<file path="src/seq_pkg.sv">
// Purpose: Shared constants for the line controlled set sequencer
// Assumes: 25 MHz mclk, AXI4-Lite register access with 32-bit data
// Notes:   Offsets are byte addresses of aligned 32-bit words
package seq_pkg;
    // ----------------------------------------------------------------
    // Register offsets
    // ----------------------------------------------------------------
    localparam logic [7:0] ADDR_CTRL     = 8'h00;
    localparam logic [7:0] ADDR_COUNT    = 8'h04;
    localparam logic [7:0] ADDR_STATUS   = 8'h08;
    localparam logic [7:0] ADDR_BASE     = 8'h0C;
    localparam logic [7:0] ADDR_SET_SEL  = 8'h10;
    localparam logic [7:0] ADDR_SET_DATA = 8'h14;
    localparam logic [7:0] ADDR_ACTIVE   = 8'h18;

    // ----------------------------------------------------------------
    // Control field layout and reset values
    // ----------------------------------------------------------------
    localparam int          CTRL_W       = 12;
    localparam int          CTRL_EN_BIT  = 0;
    localparam int          CTRL_ADV_LSB = 1;
    localparam int          CTRL_RST_LSB = 3;
    localparam int          CTRL_REN_BIT = 5;
    localparam int          CTRL_INV_LSB = 8;
    localparam logic [11:0] CTRL_RST     = 12'h000;
    localparam int          STAT_IDX_LSB = 8;
    localparam int          COUNT_RST    = 6;

    // Control line choices, identical in behaviour
    typedef enum logic [1:0] {
        LINE_OPT    = 2'b00,
        LINE_HOST_A = 2'b01,
        LINE_HOST_B = 2'b10,
        LINE_HOST_C = 2'b11
    } line_sel_type;

    // Pin vector positions after synchronising
    localparam int PIN_TRIG = 4;
    localparam int PIN_N    = 5;

    // ----------------------------------------------------------------
    // Timing
    // ----------------------------------------------------------------
    localparam int CLK_PERIOD_NS = 40;
    localparam int SETTLE_NS     = 1000;
    localparam int SETTLE_CYC    = (SETTLE_NS + CLK_PERIOD_NS - 1) / CLK_PERIOD_NS;

    // AXI responses
    localparam logic [1:0] RESP_OKAY   = 2'b00;
    localparam logic [1:0] RESP_SLVERR = 2'b10;
endpackage

</file>
<file path="src/line_sync.sv">
// Purpose: Three stage synchroniser for a group of pins
// Assumes: Pins are asynchronous to mclk
// Notes:   A new level counts once stages two and three agree
`timescale 1ns/1ps
module line_sync #(
    parameter int WIDTH = 5
) (
    // Clock and reset
    input  wire logic             mclk,
    input  wire logic             rst,
    // Pins and synchronised view
    input  wire logic [WIDTH-1:0] pins,
    output logic      [WIDTH-1:0] level,
    output logic      [WIDTH-1:0] change
);
    logic [WIDTH-1:0] stage1;
    logic [WIDTH-1:0] stage2;
    logic [WIDTH-1:0] stage3;
    logic [WIDTH-1:0] next_level;
    logic [WIDTH-1:0] next_change;

    // Accept a level only when the two late stages agree
    always_comb begin
        next_level  = level;
        next_change = '0;
        for (int i = 0; i < WIDTH; i++) begin
            if (stage2[i] == stage3[i] && stage3[i] != level[i]) begin
                next_level[i]  = stage3[i];
                next_change[i] = 1'b1;
            end
        end
    end

    // Stage one feeds stage two only, to keep metastability contained
    always_ff @(posedge mclk) begin
        if (rst) begin
            stage1 <= '0;
            stage2 <= '0;
            stage3 <= '0;
            level  <= '0;
            change <= '0;
        end else begin
            stage1 <= pins;
            stage2 <= stage1;
            stage3 <= stage2;
            level  <= next_level;
            change <= next_change;
        end
    end
endmodule // line_sync

</file>
<file path="src/set_store.sv">
// Purpose: Storage for the stored parameter sets
// Assumes: One write port from software, one read port for loading
// Notes:   Read is combinational so a load lands in one cycle
`timescale 1ns/1ps
module set_store #(
    parameter int DATA_W = 32,
    parameter int SETS   = 64,
    parameter int IDX_W  = 6
) (
    // Clock
    input  wire logic              mclk,
    // Write port
    input  wire logic              wr_en,
    input  wire logic [IDX_W-1:0]  wr_idx,
    input  wire logic [DATA_W-1:0] wr_data,
    // Read port
    input  wire logic [IDX_W-1:0]  rd_idx,
    output logic      [DATA_W-1:0] rd_data
);
    logic [DATA_W-1:0] mem [SETS];

    // Contents have no reset; software fills sets before enabling
    always_ff @(posedge mclk) begin
        if (wr_en) begin
            mem[wr_idx] <= wr_data;
        end
    end

    // Read port
    assign rd_data = mem[rd_idx];
endmodule // set_store

</file>
<file path="src/set_sequencer.sv">
// Purpose: Frame trigger driven parameter set sequencer with AXI4-Lite registers
// Assumes: Pins asynchronous to mclk; sets written before the sequencer is enabled
// Notes:   Behaviour
// Behaviour
// - Advance decided only by chosen line level
// - Ascending steps, at most one per trigger
// - Optical or any host line, same behaviour
// - Enabling loads set 0 into active set
// - Advance low keeps active set unchanged
// - Advance high loads next set for acquisition
// - Indices 0 to count minus one, wrap
// - Disabling stops cycling, restores prior values
// - Frame trigger sampled on rising edge
// - Line change briefly drops waiting status
// - Trigger outside waiting status is ignored
// - Restart line differs from advance line
// - Restart high loads set 0
// - Restart high overrides advance line
// - Restart low leaves decision to advance
`timescale 1ns/1ps
module set_sequencer #(
    parameter int DATA_W = 32,
    parameter int SETS   = 64
) (
    // Clock and reset
    input  wire logic              mclk,
    input  wire logic              rst,
    // AXI4-Lite write channels
    input  wire logic [7:0]        awaddr,
    input  wire logic              awvalid,
    output logic                   awready,
    input  wire logic [31:0]       wdata,
    input  wire logic [3:0]        wstrb,
    input  wire logic              wvalid,
    output logic                   wready,
    output logic [1:0]             bresp,
    output logic                   bvalid,
    input  wire logic              bready,
    // AXI4-Lite read channels
    input  wire logic [7:0]        araddr,
    input  wire logic              arvalid,
    output logic                   arready,
    output logic [31:0]            rdata,
    output logic [1:0]             rresp,
    output logic                   rvalid,
    input  wire logic              rready,
    // Pins
    input  wire logic              frame_trig_pin,
    input  wire logic              opt_line_pin,
    input  wire logic              host_ctrl_line_a,
    input  wire logic              host_ctrl_line_b,
    input  wire logic              host_ctrl_line_c,
    // Acquisition side
    output logic                   waiting_trigger,
    output logic                   expose_start,
    output logic [DATA_W-1:0]      active_params,
    output logic [$clog2(SETS)-1:0] active_index
);
    localparam int IDX_W = $clog2(SETS);
    localparam int CNT_W = IDX_W + 1;
    localparam int BSY_W = $clog2(seq_pkg::SETTLE_CYC + 1);

    // ----------------------------------------------------------------
    // Helpers
    // ----------------------------------------------------------------
    // Ascending step with wrap after the last valid index
    function automatic logic [IDX_W-1:0] step_index(input logic [IDX_W-1:0] cur,
                                                    input logic [CNT_W-1:0] cnt);
        logic [CNT_W-1:0] nxt;
        nxt = {1'b0, cur} + CNT_W'(1);
        return (nxt >= cnt) ? '0 : nxt[IDX_W-1:0];
    endfunction

    // Byte lane merge for partial writes
    function automatic logic [31:0] merge(input logic [31:0] old, input logic [31:0] nw,
                                          input logic [3:0] be);
        logic [31:0] res;
        res = old;
        for (int b = 0; b < 4; b++) begin
            if (be[b]) res[b*8 +: 8] = nw[b*8 +: 8];
        end
        return res;
    endfunction

    // ----------------------------------------------------------------
    // Register state
    // ----------------------------------------------------------------
    logic [seq_pkg::CTRL_W-1:0] ctrl, next_ctrl;
    logic [CNT_W-1:0]           set_count, next_set_count;
    logic [DATA_W-1:0]          base_val, next_base_val;
    logic [IDX_W-1:0]           set_sel, next_set_sel;
    logic                       aw_hold, next_aw_hold, w_hold, next_w_hold;
    logic [7:0]                 aw_addr, next_aw_addr;
    logic [31:0]                w_data, next_w_data;
    logic [3:0]                 w_be, next_w_be;
    logic                       next_bvalid, next_rvalid;
    logic [1:0]                 next_bresp, next_rresp;
    logic [31:0]                next_rdata;
    logic                       mem_we;
    logic [DATA_W-1:0]          mem_wdata;
    logic                       aw_have, w_have, do_write;
    logic [7:0]                 wa;
    logic [31:0]                wd;
    logic [3:0]                 wb;

    assign awready = !aw_hold && !bvalid;
    assign wready  = !w_hold && !bvalid;
    assign arready = !rvalid;
    assign aw_have = aw_hold || (awvalid && awready);
    assign w_have  = w_hold || (wvalid && wready);
    assign do_write = aw_have && w_have;
    assign wa = aw_hold ? aw_addr : awaddr;
    assign wd = w_hold ? w_data : wdata;
    assign wb = w_hold ? w_be : wstrb;

    // Register slave: address and data in either order, answer after both
    always_comb begin
        next_ctrl      = ctrl;
        next_set_count = set_count;
        next_base_val  = base_val;
        next_set_sel   = set_sel;
        next_aw_hold   = aw_hold;
        next_aw_addr   = aw_addr;
        next_w_hold    = w_hold;
        next_w_data    = w_data;
        next_w_be      = w_be;
        next_bvalid    = bvalid && !bready;
        next_bresp     = bresp;
        next_rvalid    = rvalid && !rready;
        next_rresp     = rresp;
        next_rdata     = rdata;
        mem_we         = 1'b0;
        mem_wdata      = DATA_W'(merge(32'h0000_0000, wd, wb));
        if (awvalid && awready) begin
            next_aw_hold = 1'b1;
            next_aw_addr = awaddr;
        end
        if (wvalid && wready) begin
            next_w_hold = 1'b1;
            next_w_data = wdata;
            next_w_be   = wstrb;
        end
        if (do_write) begin
            next_aw_hold = 1'b0;
            next_w_hold  = 1'b0;
            next_bvalid  = 1'b1;
            next_bresp   = seq_pkg::RESP_OKAY;
            case (wa)
                seq_pkg::ADDR_CTRL:
                    next_ctrl = seq_pkg::CTRL_W'(merge(32'(ctrl), wd, wb));
                seq_pkg::ADDR_COUNT:
                    next_set_count = CNT_W'(merge(32'(set_count), wd, wb));
                seq_pkg::ADDR_BASE:
                    next_base_val = DATA_W'(merge(32'(base_val), wd, wb));
                seq_pkg::ADDR_SET_SEL:
                    next_set_sel = IDX_W'(merge(32'(set_sel), wd, wb));
                seq_pkg::ADDR_SET_DATA:
                    mem_we = 1'b1;
                seq_pkg::ADDR_STATUS, seq_pkg::ADDR_ACTIVE: ;
                default:
                    next_bresp = seq_pkg::RESP_SLVERR;
            endcase
        end
        if (arvalid && arready) begin
            next_rvalid = 1'b1;
            next_rresp  = seq_pkg::RESP_OKAY;
            case (araddr)
                seq_pkg::ADDR_CTRL:    next_rdata = 32'(ctrl);
                seq_pkg::ADDR_COUNT:   next_rdata = 32'(set_count);
                seq_pkg::ADDR_BASE:    next_rdata = 32'(base_val);
                seq_pkg::ADDR_SET_SEL: next_rdata = 32'(set_sel);
                seq_pkg::ADDR_ACTIVE:  next_rdata = 32'(active_params);
                seq_pkg::ADDR_STATUS:
                    next_rdata = (32'(active_index) << seq_pkg::STAT_IDX_LSB)
                               | 32'(waiting_trigger);
                seq_pkg::ADDR_SET_DATA: next_rdata = 32'h0000_0000;
                default: begin
                    next_rdata = 32'h0000_0000;
                    next_rresp = seq_pkg::RESP_SLVERR;
                end
            endcase
        end
    end

    always_ff @(posedge mclk) begin
        if (rst) begin
            ctrl      <= seq_pkg::CTRL_RST;
            set_count <= CNT_W'(seq_pkg::COUNT_RST);
            base_val  <= '0;
            set_sel   <= '0;
            aw_hold   <= 1'b0;
            aw_addr   <= 8'h00;
            w_hold    <= 1'b0;
            w_data    <= 32'h0000_0000;
            w_be      <= 4'h0;
            bvalid    <= 1'b0;
            bresp     <= seq_pkg::RESP_OKAY;
            rvalid    <= 1'b0;
            rresp     <= seq_pkg::RESP_OKAY;
            rdata     <= 32'h0000_0000;
        end else begin
            ctrl      <= next_ctrl;
            set_count <= next_set_count;
            base_val  <= next_base_val;
            set_sel   <= next_set_sel;
            aw_hold   <= next_aw_hold;
            aw_addr   <= next_aw_addr;
            w_hold    <= next_w_hold;
            w_data    <= next_w_data;
            w_be      <= next_w_be;
            bvalid    <= next_bvalid;
            bresp     <= next_bresp;
            rvalid    <= next_rvalid;
            rresp     <= next_rresp;
            rdata     <= next_rdata;
        end
    end

    // ----------------------------------------------------------------
    // Pin synchronising and line selection
    // ----------------------------------------------------------------
    logic [seq_pkg::PIN_N-1:0] lvl, chg;
    logic [1:0]                adv_src, rst_src;
    logic [3:0]                inv_mask, line_lvl;
    logic                      seq_en, adv_lvl, rst_lvl, rst_used, sel_change, trig_edge;

    line_sync #(.WIDTH(seq_pkg::PIN_N)) u_sync (
        .mclk   (mclk),
        .rst    (rst),
        .pins   ({frame_trig_pin, host_ctrl_line_c, host_ctrl_line_b,
                  host_ctrl_line_a, opt_line_pin}),
        .level  (lvl),
        .change (chg)
    );

    assign seq_en   = ctrl[seq_pkg::CTRL_EN_BIT];
    assign adv_src  = ctrl[seq_pkg::CTRL_ADV_LSB +: 2];
    assign rst_src  = ctrl[seq_pkg::CTRL_RST_LSB +: 2];
    assign inv_mask = ctrl[seq_pkg::CTRL_INV_LSB +: 4];
    assign line_lvl = lvl[3:0] ^ inv_mask;
    assign adv_lvl  = line_lvl[adv_src];
    // A restart source equal to the advance source is not honoured
    assign rst_used = ctrl[seq_pkg::CTRL_REN_BIT] && (rst_src != adv_src);
    assign rst_lvl  = rst_used && line_lvl[rst_src];
    assign sel_change = chg[adv_src] || (rst_used && chg[rst_src]);
    assign trig_edge  = chg[seq_pkg::PIN_TRIG] && lvl[seq_pkg::PIN_TRIG];

    // ----------------------------------------------------------------
    // Sequencer core
    // ----------------------------------------------------------------
    logic [BSY_W-1:0]  busy_cnt, next_busy_cnt;
    logic              en_prev, next_waiting, next_expose, take, en_rise;
    logic [IDX_W-1:0]  next_index, rd_idx;
    logic [DATA_W-1:0] next_params, set_data;

    set_store #(.DATA_W(DATA_W), .SETS(SETS), .IDX_W(IDX_W)) u_store (
        .mclk    (mclk),
        .wr_en   (mem_we),
        .wr_idx  (set_sel),
        .wr_data (mem_wdata),
        .rd_idx  (rd_idx),
        .rd_data (set_data)
    );

    assign take    = trig_edge && waiting_trigger;
    assign en_rise = seq_en && !en_prev;

    // Choose the set to load; restart wins over advance
    always_comb begin
        rd_idx = active_index;
        if (en_rise) begin
            rd_idx = '0;
        end else if (take && rst_lvl) begin
            rd_idx = '0;
        end else if (take && adv_lvl) begin
            rd_idx = step_index(active_index, set_count);
        end
    end

    // Active set, settle window and exposure pulse
    always_comb begin
        next_busy_cnt = (busy_cnt != '0) ? busy_cnt - BSY_W'(1) : busy_cnt;
        if (sel_change) begin
            next_busy_cnt = BSY_W'(seq_pkg::SETTLE_CYC);
        end
        next_waiting = (next_busy_cnt == '0);
        // Exposure starts in the same cycle as the load lands
        next_expose  = take;
        if (!seq_en) begin
            next_index  = '0;
            next_params = base_val;
        end else begin
            next_index  = rd_idx;
            next_params = set_data;
        end
    end

    always_ff @(posedge mclk) begin
        if (rst) begin
            busy_cnt        <= '0;
            waiting_trigger <= 1'b1;
            expose_start    <= 1'b0;
            en_prev         <= 1'b0;
            active_index    <= '0;
            active_params   <= '0;
        end else begin
            busy_cnt        <= next_busy_cnt;
            waiting_trigger <= next_waiting;
            expose_start    <= next_expose;
            en_prev         <= seq_en;
            active_index    <= next_index;
            active_params   <= next_params;
        end
    end
endmodule // set_sequencer

</file>
<file path="config.mk">
export PLATFORM = sky130hd
export DESIGN_NAME = set_sequencer
export DESIGN_NICKNAME = d
export VERILOG_FILES = /design/src/seq_pkg.sv /design/src/line_sync.sv /design/src/set_store.sv /design/src/set_sequencer.sv
export SDC_FILE = /design/constraint.sdc
export NUM_CORES = 2
export LEC_CHECK = 0
export BUFFER_PORTS_ARGS = -buffer_cell sky130_fd_sc_hd__buf_4
export CORE_ASPECT_RATIO = 1.5
export CORE_MARGIN = 5
export CORE_UTILIZATION = 50
export CTS_BUF_LIST = sky130_fd_sc_hd__clkbuf_8
export DETAILED_ROUTE_END_ITERATION = 12
export GPL_TIMING_DRIVEN = 1
export PLACE_DENSITY_LB_ADDON = 0.15
export SYNTH_ARGS = -nofsm -noshare
export SYNTH_HDL_FRONTEND = slang
export SYNTH_SLANG_ARGS = --single-unit
</file>
<file path="constraint.sdc">
create_clock -name mclk -period 8.36 [get_ports mclk]
set_input_delay 1.672 -clock mclk [delete_from_list [all_inputs] [get_ports mclk]]
set_output_delay 1.672 -clock mclk [all_outputs]
set_load 0.02 [all_outputs]
</file>
### Yosys cells after proc, flatten, opt, wreduce, memory -nomap -nowiden

Memory sizes are Yosys's and may differ from the RTL's.
Index checks and enable logic that the tools add are counted.

| word-level totals | value |
|---|---|
| bits in registers | 212 |
| bits in writable memories | 2048 |
| input bits | 64 |
| logic and storage cells | 150 |
| memories kept | 1 |

Memories:

| name | depth | width | rd ports | clocked after memory_dff | write ports | RTL line | text |
|---|---|---|---|---|---|---|---|
| u_store.mem | 64 | 32 | 1 | 0 | 1 | set_store.sv:20 | `logic [DATA_W-1:0] mem [SETS];` |

| cells by class | value |
|---|---|
| $add $sub $neg | 2 |
| $lt $le $gt $ge | 5 |
| eq/ne operators | 23 |
| multiplexer cells | 36 |
| bitwise operators | 3 |
| reduce and logical (&&, ||, !) cells | 47 |

Operators by type and width:

| operator | count |
|---|---|
| $pmux 32 s6 | 1 |
| $mux 32 | 2 |
| $eq 8x5->1 const B | 6 |
| $mux 8 | 5 |
| $eq 8x4->1 const B | 4 |
| $mux 6 | 4 |
| $reduce_and 3->1 | 8 |
| $logic_and 1x1->1 | 21 |
| $eq 8x3->1 const B | 2 |
| $logic_not 8->1 | 2 |
| $mux 1 | 15 |
| $or 14x1->14 | 1 |
| $reduce_or 7->1 | 2 |
| $mux 5 | 2 |
| $bmux 1 s2 | 4 |
| $lt 2x4->1 const B | 2 |
| $add 6x1->7 const B | 1 |
| $ge 7x7->1 | 1 |
| $logic_not 1->1 | 7 |
| $lt 2x3->1 const B | 2 |
| $eq 1x1->1 | 5 |
| $logic_not 5->1 | 1 |
| $ne 1x1->1 | 5 |
| $reduce_bool 5->1 | 1 |
| other kinds (8) | 12 |

### Depth between registers and ports, before layout

An unclocked memory read counts as a cell.

| depth | value |
|---|---|
| word-level depth | 9 |
| depth in mapped cells | 22 |
| depth with buffers taken out | 16 |

### Cells and area by module

From an unflattened synthesis, not the netlist that was laid out.

| second synthesis, totals | value |
|---|---|
| cell total of the unflattened synthesis | 4314 |
| area total of the unflattened synthesis | 87089.8 µm² |

By module, submodules not included:

| module | times used | cells an instance | area an instance (µm²) | seq. area each (µm²) |
|---|---|---|---|---|
| set_store | 1 | 3292 | 77874.7 | 61499.0 |
| set_sequencer | 1 | 954 | 8439.3 | 3703.6 |
| line_sync | 1 | 68 | 775.7 | 500.5 |

### Worst setup path after synthesis

No wires, ideal clock.

| path | value |
|---|---|
| kind | input-to-reg |
| start point | input port awaddr[0] |
| end point | memory u_store.mem[31][0], enable pin |
| setup time | 0.421 ns |
| arrival time | 4.818 ns |
| data required time | 7.939 ns |
| setup slack | 3.120 ns |
| stages on the path | 7 |
| cell sequence | or4_1 -> nor3_1 -> a31oi_1 -> or3_1 -> nor3_1 -> nand3_1 -> nor2_1 |

| on the way | value |
|---|---|
| longest elaborated chain between the ends | 6 |

Ends and longest elaborated chain:

| element | RTL line | text |
|---|---|---|
| from (decl) | set_sequencer.sv:29 | `input wire logic [7:0] awaddr,` |
| $mux 8 | set_sequencer.sv:112 | `assign wa = aw_hold ? aw_addr : awaddr;` |
| $eq 8x5->1 | set_sequencer.sv:148 | `case (wa)` |
| $mux 1 | set_sequencer.sv:148 |  |
| $mux 1 | set_sequencer.sv:143 | `if (do_write) begin` |
| $mux 1 | set_store.sv:24 | `if (wr_en) begin` |
| $mux 1 (implied by the code) | set_store.sv:25 | `mem[wr_idx] <= wr_data;` |
| to (decl) | set_store.sv:20 |  |

Every way passes these cells.

### Worst setup path after layout

| path | value |
|---|---|
| start point | register active_index[0] |
| end point | register active_params[2] |

| on the way | value |
|---|---|
| longest elaborated chain between the ends | 8 |

Ends and longest elaborated chain:

| element | RTL line | text |
|---|---|---|
| from (decl) | set_sequencer.sv:57 | `output logic [$clog2(SETS)-1:0] active_index` |
| from (signal assigned) | set_sequencer.sv:311 | `active_index <= next_index;` |
| $add 6x1->7 | set_sequencer.sv:70 | `nxt = {1'b0, cur} + CNT_W'(1);` |
| $ge 7x7->1 | set_sequencer.sv:71 | `return (nxt >= cnt) ? '0 : nxt[IDX_W-1:0];` |
| $mux 6 | set_sequencer.sv:71 |  |
| $mux 6 * | set_sequencer.sv:275 | `end else if (take && adv_lvl) begin` |
| $mux 6 * | set_sequencer.sv:273 | `end else if (take && rst_lvl) begin` |
| $mux 6 * | set_sequencer.sv:271 | `if (en_rise) begin` |
| $mem_v2 64x32 * | n/a |  |
| $mux 32 * | set_sequencer.sv:289 | `if (!seq_en) begin` |
| to (signal assigned) | set_sequencer.sv:312 | `active_params <= next_params;` |
| to (decl) | set_sequencer.sv:56 | `output logic [DATA_W-1:0] active_params,` |

Mark *: on every way between the ends. The rest lies on a longest branch, timed or not.
A chain may end at the register's enable or synchronous reset.

==> qor.csv <==
stage,metric,value,unit
logic_synthesis,synth-edff-count,2048,
clocking,cts-hold-fix-buffers,0,
sta,setup_viol,0,
power,p_comb_frac,0.041,
floorplanning,die_w,352,um
critical_path,crit_slowest_cell,o41ai_1,
logic_synthesis,async_reset_ff_frac,0,
clocking,cts_root_buf,clkbuf_8,
floorplanning,die_h,523,um
critical_path,r2r_slack,1.49,ns
critical_path,reg2reg_depth,17,
critical_path,crit_end,active_params[2],
global_route,antenna_found_initial,21,
critical_path,cp_num_cells,17,
clocking,clockBufferDepth,4,
logic_synthesis,avgSynthCellArea,15.5,um^2
logic_synthesis,synth_top_area_frac,0.701,
run_status,status,"finished, final reports clean",
power,peakVddDrop,0.000126,V
logic_synthesis,ys_warn_count,0,
sta,fin_setup_tns,0,ns
power,power_switching,4.86,mW
logic_synthesis,ys_types,66,
final_layout,stdcell_count,8507,
global_route,gr-total-overflow,0,
placed_design,globalplace.congestion,0.891,
power,swShare,0.226,
logic_synthesis,synth-main-ff-cell,edfxtp_1,
detailed_routing,wl_per_cell,32.1,um
final_layout,nets,6056,
hold_path,hold_class,flop to flop,
global_route,grt_start_max_net_pins,140,
global_route,grt_pass1_wl,386,mm
power,p_int,16.7,mW
logic_synthesis,synthTopCellsByArea,"edfxtp_1 (70%), dfxtp_1 (4.8%), mux4_2 (4.8%)",
critical_path,critPathCaptureType,flop,
critical_path,startpoint,active_index[0],
floorplanning,initial_core_util,0.502,
detailed_routing,ant_nets,0,
clocking,cts_resized,0,
critical_path,timing.rr.end,active_params[2],
clocking,cts_buffers,331,
detailed_routing,remaining_drc_errors,0,
clocking,cts_max_level,5,
floorplanning,ioPinCount,145,
critical_path,crit_buf_inv,2,
sta,worst_pin_slew,1.42,ns
floorplanning,dieArea,184000,um^2
detailed_routing,viasPerCell,6.29,
critical_path,cp_common_cell,a21oi_1,
detailed_routing,firstDrtPassIters,8,
clocking,tritoncts,done,
logic_synthesis,ys_ff_latch,2258,
global_route,grtUsageTotal,0.291,
critical_path,arrival,7.58,ns
critical_path,crit_family,compound AO/OA/AOI/OAI gates,
critical_path,crit_fanout,30,
sta,slew_headroom,0.0391,
hold_path,whs_path_depth,1,
clocking,clk_latency,0.94,ns
sta,finalHoldViolations,0,
critical_path,critical_path_class,flop to flop,
clocking,clock-sinks,2258,
logic_synthesis,syn_area,87700,um^2
global_route,grt_pass1_vias,51800,
power,clkPwrFrac,0.374,
sta,fmax,0.146,GHz
critical_path,required,9.07,ns
job,maxCapViolCount,0,
logic_synthesis,ys_seq_area_frac,0.749,
final_layout,drive_gt1_frac,0.171,
sta,fin_crit_sh,0.821,
detailed_routing,routed_wl,273,mm
placed_design,dp_hpwl,165,mm
floorplanning,placementRows,188,
clocking,clkSlewWorstSetupHoldPaths,0.06,ns
critical_path,max_stage_delay,1.07,ns
critical_path,reg2reg_from,active_index[0],
sta,rsz0062_at_grt,false,
detailed_routing,drtIter0Drc,6992,
detailed_routing,vias,53500,
power,power.leakage,33.6,nW
placed_design,dp_cells,7930,
critical_path,start_kind,flop,
sta,period_minus_slack,6.87,ns
power,power_density,219,nW/um^2
logic_synthesis,syn_inst,5670,
power,seq_power_share,0.585,
sta,timing.clock.skew,0.0634,ns
floorplanning,core_area,175000,um^2
placed_design,portBuffers,142,
clocking,post-cts-setup-buffers,0,
critical_path,crit_chain,ha_1 > nand3_1 > nor2_1 > ha_1 > a21oi_1 > and3_1 > o21ai_0 > o21ai_0 > a22o_4 > o21a_2 > buf_4 > buf_4 > a21oi_1 > o41ai_1 > a21oi_1 > o21ai_1 > a211oi_1,
sta,slew_viol_final,0,
final_layout,syn_to_final_growth,12.1,%
logic_synthesis,yosys.area.top_type,edfxtp_1,
[registers in the layout (all words and copies together) (netlist names), 4 cells and up]
signal         cells
u_sync.stage3      5
w_be               4
set_count          7
u_sync.level       5
base_val          32
u_sync.stage1      5
aw_addr            8
rdata             32
w_data            32
u_store.mem     2048
set_sel            6
u_sync.change      5
active_params     32
active_index       6
busy_cnt           5
ctrl              12
u_sync.stage2      5
[worst min path at each step]
stage                           startpoint                to  slack [ns]
after floorplan           u_sync.stage1[0]  u_sync.stage2[0]        0.41
after global placement    u_sync.stage1[0]  u_sync.stage2[0]        0.42
after detailed placement  u_sync.stage1[0]  u_sync.stage2[0]        0.43
after CTS                 u_sync.stage1[2]  u_sync.stage2[2]        0.44
after global routing      u_sync.stage1[1]  u_sync.stage2[1]        0.46
final                     u_sync.stage1[0]  u_sync.stage2[0]        0.44
[cell type report]
cell class / instances / area (um^2)
multi-input combinational: 3036 / 21100
clock inverter: 224 / 985
timing repair buffer: 338 / 2750
clock buffer: 350 / 4820
inverter: 18 / 67.6
antenna: 3 / 7.51
fill: 13800 / 76500
sequential: 2258 / 65700
tap: 2280 / 2850
[worst reg2reg max path: stages (launching register included)]
cell and delay (ns):
dfxtp_1 0.47, ha_1 0.28, nand3_1 0.20, nor2_1 0.18
ha_1 0.28, a21oi_1 0.15, and3_1 0.21, o21ai_0 0.25
o21ai_0 0.40, a22o_4 0.65, o21a_2 0.59, buf_4 0.32
buf_4 0.31, a21oi_1 0.10, o41ai_1 1.07, a21oi_1 0.24
o21ai_1 0.80, a211oi_1 0.16
[cell families (layout without fill, tap and decap cells)]
family                   count (synthesis)  in the layout  share of synthesized area
XOR/XNOR                                13             13                    0.00130
adder cells (fa/ha/maj)                  9              9                    0.00128
AND/OR/NAND/NOR                       1593           1593                     0.0755
multiplexers                           503            503                     0.0839
flip-flops                            2258           2258                      0.749
other                                    1              5                  0.0000428
AO/OA/AOI/OAI                          916            916                     0.0681
buffers and inverters                  377            930                     0.0206
[power groups by stage]
| stage | clock [mW] | sequential [mW] | combinational (mW) |
|---|---|---|---|
| 2_1_floorplan | 0 | 12.8 | 0.370 |
| 3_3_place_gp | 0 | 12.8 | 0.846 |
| 3_5_place_dp | 0 | 12.8 | 0.869 |
| 4_1_cts | 8.17 | 12.6 | 0.870 |
| 5_1_grt | 8.69 | 12.6 | 0.917 |
| 6_report | 8.04 | 12.6 | 0.884 |
[metal layers]
layer  up-vias  share of wire  GRT usage
met5         -        0.00023          0
met4         8          0.067      0.164
met3       637          0.095     0.0525
met2      3029           0.47      0.467
met1     27300           0.37      0.379
li1      22500              -          -
[Yosys cell counts, types with 36 or more instances]
cell type	n
nand2_1	929
clkbuf_1	189
buf_2	84
buf_4	36
a22oi_1	82
dfxtp_1	210
mux2i_1	315
a31oi_1	48
nor2_1	304
o22ai_1	77
a32oi_1	56
a21oi_1	337
nor4_1	41
a211oi_1	83
mux4_2	185
edfxtp_1	2048
nand3_1	205
o21ai_0	54
[metrics by stage]
| step | utilization | hold WS (ns) | worst slack [ns] | area [um^2] | total power, mW |
|---|---|---|---|---|---|
| after floorplan | - | 0.414 | 3.12 | 87700 | 13.2 |
| after global placement | 0.529 | 0.419 | 1.48 | 92400 | 13.7 |
| after detailed placement | 0.529 | 0.426 | 1.59 | 92500 | 13.7 |
| after CTS | 0.562 | 0.440 | 1.54 | 98300 | 21.6 |
| after global routing | 0.562 | 0.461 | 1.40 | 98300 | 22.2 |
| final | 0.562 | 0.437 | 1.49 | 98300 | 21.5 |
[cells in the final DEF, fill, tap and decap left out, types with 15 or more instances in the layout]
cell       netlist  final
edfxtp_1      2048   2048
nand2_1        929    923
clkbuf_8         0    350
a21oi_1        337    336
buf_4           36    319
mux2i_1        315    313
nor2_1         304    215
dfxtp_1        210    208
nand3_1        205    199
mux4_2         185    185
inv_1           18    132
nor2_4           0     89
a211oi_1        83     83
a22oi_1         82     81
o22ai_1         77     77
clkinv_1         0     76
a32oi_1         56     56
o21ai_0         54     54
a31oi_1         48     47
nor4_1          41     36
nor3_1          32     31
nor2b_1         22     22
a221oi_1        22     22
o21ai_1         26     22
clkinv_2         0     22
a2111oi_0       24     21
buf_12           0     17
a221o_1         16     16
a311oi_1        15     15
Note: power is estimated with default switching activity, not from simulation.
